### src/verilog/countdown_timer_pkg.sv
package countdown_timer_pkg;

  // ----------------------------------------
  // Register map (byte addresses)
  // ----------------------------------------
  localparam int          ADDR_W          = 32;
  localparam logic [31:0] OFF_CTRL_STATUS = 32'hF1600020;
  localparam logic [31:0] OFF_RELOAD_LOW  = 32'hF1600024;
  localparam logic [31:0] OFF_RELOAD_HIGH = 32'hF1600025;
  localparam logic [31:0] OFF_COUNT_LOW   = 32'hF1600026;
  localparam logic [31:0] OFF_COUNT_HIGH  = 32'hF1600027;

  // ----------------------------------------
  // Control/status field positions
  // ----------------------------------------
  localparam int BIT_COUNT_RUN   = 0;
  localparam int BIT_IRQ_ALLOW   = 1;
  localparam int BIT_IRQ_PENDING = 2;
  localparam int BIT_IRQ_CLEAR   = 3;

  // ----------------------------------------
  // Reset values
  // ----------------------------------------
  localparam logic [15:0] RST_RELOAD = 16'h0001;
  localparam logic [15:0] RST_COUNT  = 16'h0001;

  // ----------------------------------------
  // Timing
  // ----------------------------------------
  localparam int CLK_HZ        = 50_000_000;
  localparam int TICK_NS       = 10_000;
  localparam int CLK_PERIOD_NS = 1_000_000_000 / CLK_HZ;
  localparam int TICK_CYCLES   = TICK_NS / CLK_PERIOD_NS;

endpackage

### src/verilog/periodic_countdown_timer.sv
// Implementation choice: strobed register access.
`timescale 1ns/1ps
`default_nettype none

// Functional notes
// RL1 - While running, count decrements by one every 10 us tick toward zero.
// RL2 - Reload value accepts any 16-bit setting from 1 to 65535.
// RL3 - Reaching zero raises the timer interrupt only if interrupts are allowed.
// RL4 - On zero, counter reloads the stored value and keeps counting.
// RL5 - Software stops the timer before writing a new reload value.
// RL6 - Control bit 0 is run control: 1 counts, 0 stops.
// RL7 - Control bit 1 is interrupt allow: 1 permits, 0 suppresses.
// RL8 - Control bit 2 reads 1 while an interrupt is pending.
// RL9 - Writing 1 to control bit 3 clears the pending interrupt.
// RL10 - Low reload register write stores the reload value's low byte.
// RL11 - High reload register write stores the reload value's high byte.
// RL12 - Low count register read returns the counter's low byte.
// RL13 - High count register read returns the counter's high byte.
// RL14 - Interrupt output high while pending and allowed; pending holds until cleared.
// RL15 - Unused control bits read zero and ignore writes.
module periodic_countdown_timer
  import countdown_timer_pkg::*;
#(
  parameter int TICK_LEN = TICK_CYCLES
)
(
  input  wire logic              sys_clk,
  input  wire logic              rstn,
  input  wire logic [ADDR_W-1:0] addr,
  input  wire logic [7:0]        wdata,
  input  wire logic              wr_stb,
  input  wire logic              rd_stb,
  output logic      [7:0]        rdata,
  output logic                   irq
);

  // ----------------------------------------
  // State
  // ----------------------------------------
  typedef struct packed {
    logic        count_run;
    logic        irq_allow;
    logic        irq_pending_flag;
    logic [15:0] reload;
    logic [15:0] count;
    logic [15:0] tick_cnt;
    logic [7:0]  rdata;
    logic        irq;
  } state_t;

  state_t st_ff;
  state_t nxt_st;
  logic   tick;
  logic   wrap;
  logic   clr_hit;

  always_comb
  begin
    nxt_st  = st_ff;
    tick    = 1'b0;
    wrap    = 1'b0;
    clr_hit = wr_stb && addr == OFF_CTRL_STATUS && wdata[BIT_IRQ_CLEAR];

    // Tick prescaler restarts when stopped so the first tick is a full period
    if (!st_ff.count_run)
    begin
      nxt_st.tick_cnt = 16'h0000;
    end
    else if (st_ff.tick_cnt == 16'(TICK_LEN - 1))
    begin
      nxt_st.tick_cnt = 16'h0000;
      tick            = 1'b1;
    end
    else
    begin
      nxt_st.tick_cnt = st_ff.tick_cnt + 16'h0001;
    end

    if (tick)
    begin
      if (st_ff.count <= 16'h0001)
      begin
        // A reload of zero would never wrap; it is treated like one tick
        nxt_st.count = st_ff.reload; // RL4
        wrap         = 1'b1;
      end
      else
      begin
        nxt_st.count = st_ff.count - 16'h0001; // RL1
      end
    end

    if (wr_stb)
    begin
      case (addr)
        OFF_CTRL_STATUS:
        begin
          nxt_st.count_run = wdata[BIT_COUNT_RUN]; // RL6
          nxt_st.irq_allow = wdata[BIT_IRQ_ALLOW]; // RL7
        end
        OFF_RELOAD_LOW:
        begin
          nxt_st.reload[7:0] = wdata; // RL10
          if (!st_ff.count_run)
          begin
            nxt_st.count[7:0] = wdata; // RL5
          end
        end
        OFF_RELOAD_HIGH:
        begin
          nxt_st.reload[15:8] = wdata; // RL11
          if (!st_ff.count_run)
          begin
            nxt_st.count[15:8] = wdata; // RL5
          end
        end
        default:
        begin
        end
      endcase
    end

    // Set wins over a clear in the same cycle
    if (wrap && st_ff.irq_allow)
    begin
      nxt_st.irq_pending_flag = 1'b1; // RL3
    end
    else if (clr_hit)
    begin
      nxt_st.irq_pending_flag = 1'b0; // RL9
    end

    nxt_st.irq = nxt_st.irq_pending_flag && nxt_st.irq_allow; // RL14

    nxt_st.rdata = 8'h00;
    if (rd_stb)
    begin
      case (addr)
        OFF_CTRL_STATUS:
          nxt_st.rdata = {4'h0, st_ff.irq_pending_flag, st_ff.irq_allow,
                          st_ff.count_run}; // RL8 RL15
        OFF_COUNT_LOW:  nxt_st.rdata = st_ff.count[7:0];  // RL12
        OFF_COUNT_HIGH: nxt_st.rdata = st_ff.count[15:8]; // RL13
        default:        nxt_st.rdata = 8'h00;
      endcase
    end
  end

  always_ff @(posedge sys_clk or negedge rstn)
  begin
    if (!rstn)
    begin
      st_ff <= '{count_run: 1'b0, irq_allow: 1'b0, irq_pending_flag: 1'b0,
                 reload: RST_RELOAD, count: RST_COUNT, tick_cnt: 16'h0000,
                 rdata: 8'h00, irq: 1'b0};
    end
    else
    begin
      st_ff <= nxt_st;
    end
  end

  assign rdata = st_ff.rdata;
  assign irq   = st_ff.irq;

  // ----------------------------------------
  // Assertions
  // ----------------------------------------
  property p_dec;
    @(posedge sys_clk) disable iff (!rstn)
    tick && st_ff.count > 16'h0001 |=> st_ff.count == $past(st_ff.count) - 16'h0001;
  endproperty
  a_dec: assert property (p_dec) else $error("count did not decrement"); // RL1

  property p_reload;
    @(posedge sys_clk) disable iff (!rstn)
    wrap && !wr_stb |=> st_ff.count == $past(st_ff.reload);
  endproperty
  a_reload: assert property (p_reload) else $error("no reload at zero"); // RL4

  property p_set;
    @(posedge sys_clk) disable iff (!rstn)
    wrap && st_ff.irq_allow |=> st_ff.irq_pending_flag;
  endproperty
  a_set: assert property (p_set) else $error("pending not set"); // RL3

  property p_noset;
    @(posedge sys_clk) disable iff (!rstn)
    !st_ff.irq_pending_flag && !(wrap && st_ff.irq_allow) |=> !st_ff.irq_pending_flag;
  endproperty
  a_noset: assert property (p_noset) else $error("pending set spuriously"); // RL7

  property p_clear;
    @(posedge sys_clk) disable iff (!rstn)
    clr_hit && !wrap |=> !st_ff.irq_pending_flag;
  endproperty
  a_clear: assert property (p_clear) else $error("clear failed"); // RL9

  property p_stop;
    @(posedge sys_clk) disable iff (!rstn)
    !st_ff.count_run && !wr_stb |=> $stable(st_ff.count);
  endproperty
  a_stop: assert property (p_stop) else $error("count moved while stopped"); // RL6

  property p_irq;
    @(posedge sys_clk) disable iff (!rstn)
    ##1 irq == (st_ff.irq_pending_flag && st_ff.irq_allow);
  endproperty
  a_irq: assert property (p_irq) else $error("irq mismatch"); // RL14

  property p_rd_ctrl;
    @(posedge sys_clk) disable iff (!rstn)
    rd_stb && addr == OFF_CTRL_STATUS |=> rdata[7:3] == 5'h00
      && rdata[2] == $past(st_ff.irq_pending_flag);
  endproperty
  a_rd_ctrl: assert property (p_rd_ctrl) else $error("ctrl readback wrong"); // RL8

  property p_rd_hi;
    @(posedge sys_clk) disable iff (!rstn)
    rd_stb && addr == OFF_COUNT_HIGH |=> rdata == $past(st_ff.count[15:8]);
  endproperty
  a_rd_hi: assert property (p_rd_hi) else $error("count high wrong"); // RL13

  property p_rd_lo;
    @(posedge sys_clk) disable iff (!rstn)
    rd_stb && addr == OFF_COUNT_LOW |=> rdata == $past(st_ff.count[7:0]);
  endproperty
  a_rd_lo: assert property (p_rd_lo) else $error("count low wrong"); // RL12

  property p_rd_other;
    @(posedge sys_clk) disable iff (!rstn)
    rd_stb && addr != OFF_CTRL_STATUS && addr != OFF_COUNT_LOW && addr != OFF_COUNT_HIGH
      |=> rdata == 8'h00;
  endproperty
  a_rd_other: assert property (p_rd_other) else $error("unmapped read not zero"); // RL10

  property p_rd_idle;
    @(posedge sys_clk) disable iff (!rstn)
    !rd_stb |=> rdata == 8'h00;
  endproperty
  a_rd_idle: assert property (p_rd_idle) else $error("read data left standing"); // RL12

  property p_run_wr;
    @(posedge sys_clk) disable iff (!rstn)
    wr_stb && addr == OFF_CTRL_STATUS |=> st_ff.count_run == $past(wdata[BIT_COUNT_RUN]);
  endproperty
  a_run_wr: assert property (p_run_wr) else $error("run bit not written"); // RL6

  property p_allow_wr;
    @(posedge sys_clk) disable iff (!rstn)
    wr_stb && addr == OFF_CTRL_STATUS |=> st_ff.irq_allow == $past(wdata[BIT_IRQ_ALLOW]);
  endproperty
  a_allow_wr: assert property (p_allow_wr) else $error("allow bit not written"); // RL7

  property p_lo_wr;
    @(posedge sys_clk) disable iff (!rstn)
    wr_stb && addr == OFF_RELOAD_LOW |=> st_ff.reload[7:0] == $past(wdata);
  endproperty
  a_lo_wr: assert property (p_lo_wr) else $error("reload low not stored"); // RL10

  property p_hi_wr;
    @(posedge sys_clk) disable iff (!rstn)
    wr_stb && addr == OFF_RELOAD_HIGH |=> st_ff.reload[15:8] == $past(wdata);
  endproperty
  a_hi_wr: assert property (p_hi_wr) else $error("reload high not stored"); // RL11

  property p_no_tick_hold;
    @(posedge sys_clk) disable iff (!rstn)
    st_ff.count_run && !tick |=> $stable(st_ff.count);
  endproperty
  a_no_tick_hold: assert property (p_no_tick_hold) else $error("count moved off tick"); // RL1

  property p_pend_hold;
    @(posedge sys_clk) disable iff (!rstn)
    st_ff.irq_pending_flag && !clr_hit |=> st_ff.irq_pending_flag;
  endproperty
  a_pend_hold: assert property (p_pend_hold) else $error("pending dropped"); // RL14

  property p_irq_low;
    @(posedge sys_clk) disable iff (!rstn)
    !st_ff.irq_allow |-> !irq;
  endproperty
  a_irq_low: assert property (p_irq_low) else $error("irq while not allowed"); // RL7

  property p_tick_bound;
    @(posedge sys_clk) disable iff (!rstn)
    st_ff.tick_cnt < 16'(TICK_LEN);
  endproperty
  a_tick_bound: assert property (p_tick_bound) else $error("prescaler overran"); // RL1

  property p_tick_stop;
    @(posedge sys_clk) disable iff (!rstn)
    !st_ff.count_run |=> st_ff.tick_cnt == 16'h0000;
  endproperty
  a_tick_stop: assert property (p_tick_stop) else $error("prescaler ran while stopped"); // RL6

  property p_wrap_tick;
    @(posedge sys_clk) disable iff (!rstn)
    wrap |-> tick && st_ff.count <= 16'h0001;
  endproperty
  a_wrap_tick: assert property (p_wrap_tick) else $error("wrap off a tick"); // RL4

  property p_noset_off;
    @(posedge sys_clk) disable iff (!rstn)
    wrap && !st_ff.irq_allow && !st_ff.irq_pending_flag |=> !st_ff.irq_pending_flag;
  endproperty
  a_noset_off: assert property (p_noset_off) else $error("pending set while barred"); // RL3

  property p_set_wins;
    @(posedge sys_clk) disable iff (!rstn)
    wrap && st_ff.irq_allow && clr_hit |=> st_ff.irq_pending_flag;
  endproperty
  a_set_wins: assert property (p_set_wins) else $error("clear beat the set"); // RL9

  property p_rd_run;
    @(posedge sys_clk) disable iff (!rstn)
    rd_stb && addr == OFF_CTRL_STATUS
      |=> rdata[1:0] == {$past(st_ff.irq_allow), $past(st_ff.count_run)};
  endproperty
  a_rd_run: assert property (p_rd_run) else $error("run or allow readback wrong"); // RL6

  property p_wr_count_ign;
    @(posedge sys_clk) disable iff (!rstn)
    wr_stb && (addr == OFF_COUNT_LOW || addr == OFF_COUNT_HIGH) && !st_ff.count_run
      |=> $stable(st_ff.count);
  endproperty
  a_wr_count_ign: assert property (p_wr_count_ign) else $error("count reg took write"); // RL12

  property p_stop_load;
    @(posedge sys_clk) disable iff (!rstn)
    wr_stb && addr == OFF_RELOAD_HIGH && !st_ff.count_run |=> st_ff.count[15:8] == $past(wdata);
  endproperty
  a_stop_load: assert property (p_stop_load) else $error("stopped load missed"); // RL11

  // ----------------------------------------
  // Cover points
  // ----------------------------------------
  c_one:   cover property (@(posedge sys_clk) disable iff (!rstn) wrap && st_ff.reload == 16'h0001);
  c_wrap:  cover property (@(posedge sys_clk) disable iff (!rstn) wrap);
  c_irq:   cover property (@(posedge sys_clk) disable iff (!rstn) $rose(irq));
  c_clear: cover property (@(posedge sys_clk) disable iff (!rstn) clr_hit && wrap);

endmodule

`default_nettype wire

### config.mk
export PLATFORM = sky130hd
export DESIGN_NAME = periodic_countdown_timer
export DESIGN_NICKNAME = d
export VERILOG_FILES = /design/src/verilog/countdown_timer_pkg.sv /design/src/verilog/periodic_countdown_timer.sv
export SDC_FILE = /design/constraint.sdc
export NUM_CORES = 1
export LEC_CHECK = 0
export ABC_AREA = 1
export ABC_CLOCK_PERIOD_IN_PS = 2100
export BUFFER_PORTS_ARGS = -buffer_cell sky130_fd_sc_hd__buf_2
export CORE_MARGIN = 2
export CORE_UTILIZATION = 58
export DETAILED_ROUTE_END_ITERATION = 10
export GPL_ROUTABILITY_DRIVEN = 0
export PLACE_DENSITY = 0.86
export SLEW_MARGIN = 15
export SYNTH_ARGS = -nofsm -noshare
export SYNTH_HDL_FRONTEND = slang
export SYNTH_SLANG_ARGS = --single-unit
export TNS_END_PERCENT = 10
### constraint.sdc
create_clock -name sys_clk -period 2.1 [get_ports sys_clk]
set_input_delay 0.21 -clock sys_clk [delete_from_list [all_inputs] [get_ports sys_clk]]
set_output_delay 0.21 -clock sys_clk [all_outputs]
set_load 0.02 [all_outputs]
==> results.sh <==
export IMPL_p_per_area_nw_per_um2=511.5
export IMPL_io_pins=53
export IMPL_cts_root_buf="clkbuf_8"
export IMPL_yosysTopAreaCell="dfrtp_1"
export IMPL_fin_util=0.6859
export IMPL_worst_slew_pin_slew_ns=0.5132
export IMPL_core_rowCount=29
export IMPL_dieArea_um2=7324
export IMPL_post_route_drc_count=0
export IMPL_syn_cell_area_um2=3860
export IMPL_leakage_nw=2.276
export IMPL_antenna_cells=0
export IMPL_synth_seq_cells=60
export IMPL_async_flop_share=1.000
export IMPL_synthesis_nets=622
export IMPL_critPathKind="reg -> reg"
export IMPL_worstReg2RegEnd="st_ff[34]$_DFF_PN0_"
export IMPL_wl_met2_mm=4.305
export IMPL_synth_flop_cell="dfrtp_1"
export IMPL_overflow=0
export IMPL_core_um2=6386
export IMPL_clk_latency_ns=0.34
export IMPL_synthTopCellsByArea="dfrtp_1 38%, nand2_1 15%, nor2_1 10%"
export IMPL_grt_pass1_vias=3755
export IMPL_dr_max_layer_used="met4"
export IMPL_critical_path_required_ns=2.33
export IMPL_synth_edf_count=0
export IMPL_final_nets=677
export IMPL_hp_class="in -> reg"
export IMPL_antenna_found_initial=0
export IMPL_cp_max_fo=9
export IMPL_ant_nets=0
export IMPL_fp_dieH_um=85.58
export IMPL_cts_tree="yes"
export IMPL_setup_violations_final=0
export IMPL_timing_fmax_mhz=521.7
export IMPL_grt_pass1_wl_mm=16.44
export IMPL_port_buffers=52
export IMPL_regToRegSetupSlack_ns=0.18
export IMPL_met3_length_um=852
export IMPL_cts_buffers=9
export IMPL_ys_seq_area_frac=0.3896
export IMPL_via_per_inst=5.430
export IMPL_grt_max_degree=25
export IMPL_clock_sinks=60
export IMPL_drt_pass1_iterations=6
export IMPL_min_path_cells=3
export IMPL_endpoint_kind="register"
export IMPL_start_kind="register"
export IMPL_syn2layout_area_growth_pct=13.48
export IMPL_slew_violations=0
export IMPL_initialDrtViolationCount=412
export IMPL_hold_start="wdata[1]"
export IMPL_numPlacedInstances=693
export IMPL_cts_clk_slew_worst_paths_ns=0.07
export IMPL_layout_drive_gt1_share=0.1640
export IMPL_htree_levels=3
export IMPL_synth_top_area_frac=0.3760
export IMPL_wl_per_cell_um=13.35
export IMPL_maxCapViolCount=0
export IMPL_via_count=3861
export IMPL_status="complete, no violations"
export IMPL_tns_ns=0
export IMPL_cts_buffer_depth=2
export IMPL_slew_limit_headroom=0.6578
export IMPL_synthCells=575
export IMPL_synth_cell_type_count=34
export IMPL_worstPathArrival_ns=2.15
export IMPL_fin_crit_ns=1.917
export IMPL_holdPathEnd="st_ff[34]$_DFF_PN0_"
export IMPL_syn_avg_cell_area_um2=6.713
export IMPL_worst_r2r_path_depth=10
export IMPL_dp_hpwl_mm=7.230
export IMPL_rsz0062_at_grt="false"
export IMPL_max_vdd_ir_drop_mv=0.4258
export IMPL_regToRegStartpoint="st_ff[9]$_DFF_PN0_"
export IMPL_track_usage=0.2827
export IMPL_fin_crit_sh=0.9128
export IMPL_fin_cells=711
export IMPL_synth_commonest_cells="151 x nand2_1, 107 x nor2_1, 66 x inv_1"
export IMPL_yosysWarnings=0
export IMPL_skew_ns=0.008457
export IMPL_routed_wl_mm=9.492
export IMPL_start_util=0.6044
export IMPL_die_w_um=85.58
export IMPL_synth_most_common_cell="nand2_1"
export IMPL_hold_viol_final=0
export IMPL_drt_met1_wl_mm=4.102
-- routing by layer --
metal  vias up  GRT usage
met4         0     0.1227
met2       164     0.4673
met1      1745     0.3620
met5         -          0
met3        27    0.05582
li1       1925          -
-- worst max-delay path, stage by stage, from the launching register on --
cell,delay (ns)
dfrtp_1,0.37
ha_1,0.29
nand4_1,0.16
nor2_1,0.19
nand3_2,0.25
inv_2,0.25
nand2_1,0.10
clkinv_1,0.05
nand2_1,0.04
nand3_1,0.06
nand2_1,0.05
-- registers in the layout, indices dropped and copies added, names as in the netlist --
register	flops
irq	1
rdata	8
st_ff	51
-- worst max-delay path by stage --
stage	startpoint	cells after the start	end
floorplan	st_ff[25]$_DFF_PN1_	11	st_ff[28]$_DFF_PN0_
global placement	st_ff[25]$_DFF_PN1_	11	st_ff[36]$_DFF_PN0_
detailed placement	st_ff[25]$_DFF_PN1_	11	st_ff[36]$_DFF_PN0_
CTS	st_ff[25]$_DFF_PN1_	11	st_ff[36]$_DFF_PN0_
global route	st_ff[9]$_DFF_PN0_	10	st_ff[37]$_DFF_PN0_
finish	st_ff[9]$_DFF_PN0_	10	st_ff[34]$_DFF_PN0_
-- report_power, final --
part | internal, mW | switching [mW]
clock network | 0.518 | 0.461
logic | 0.0419 | 0.0637
registers | 1.16 | 0.00000583
total | 1.72 | 0.525
-- placed cells by master, fill, tap and decap left out, types with 5 or more instances in the layout --
cell type	Yosys	final
a21oi_1	16	16
buf_2	5	52
buf_4	10	7
clkbuf_8	0	12
dfrtp_1	58	58
inv_1	66	66
inv_2	7	7
nand2_1	151	151
nand2_2	5	5
nand3_1	55	55
nand4_1	11	11
nor2_1	107	107
nor2_2	6	6
nor3_1	11	11
o21ai_0	12	12
o21ai_1	13	13
xor2_1	8	8
-- kinds of logic after synthesis --
logic type,count (synthesis),share of synthesized area
fa+ha+maj,3,0.009726
flops,60,0.3896
buf+inv,91,0.09984
xor+xnor,11,0.02496
simple gates,361,0.4078
compound gates,49,0.06807
-- final cells by class --
| cell class | count | area [µm²] |
|---|---|---|
| flip-flops and latches | 60 | 1504 |
| fillers | 516 | 2006 |
| repair buffers | 61 | 342.8 |
| well taps | 77 | 96.34 |
| multi-input cells | 424 | 1973 |
| clock buffers | 12 | 165.2 |
| inverters | 74 | 277.8 |
| clock inverters | 3 | 21.27 |
-- through the flow --
stage	power [mW]	worst slack, ns	instance area [µm²]	hold slack [ns]
3_3_place_gp	1.280	0.2708	4167	0.2020
4_1_cts	2.248	0.1442	4363	0.08917
5_1_grt	2.316	0.06593	4380	0.1131
2_1_floorplan	1.203	0.3483	3860	-0.08559
3_5_place_dp	1.283	0.1757	4167	0.2129
6_report	2.241	0.1832	4380	0.09842
-- timing repair --
action / CTS / global route
setup endpoints to repair: 0 / 3
setup buffers: 0 / 2
hold buffers: 1 / 0
endpoints found under the hold margin: 21 / 0
gates resized for setup: 0 / 1
Power figures use the tool's default switching activity.
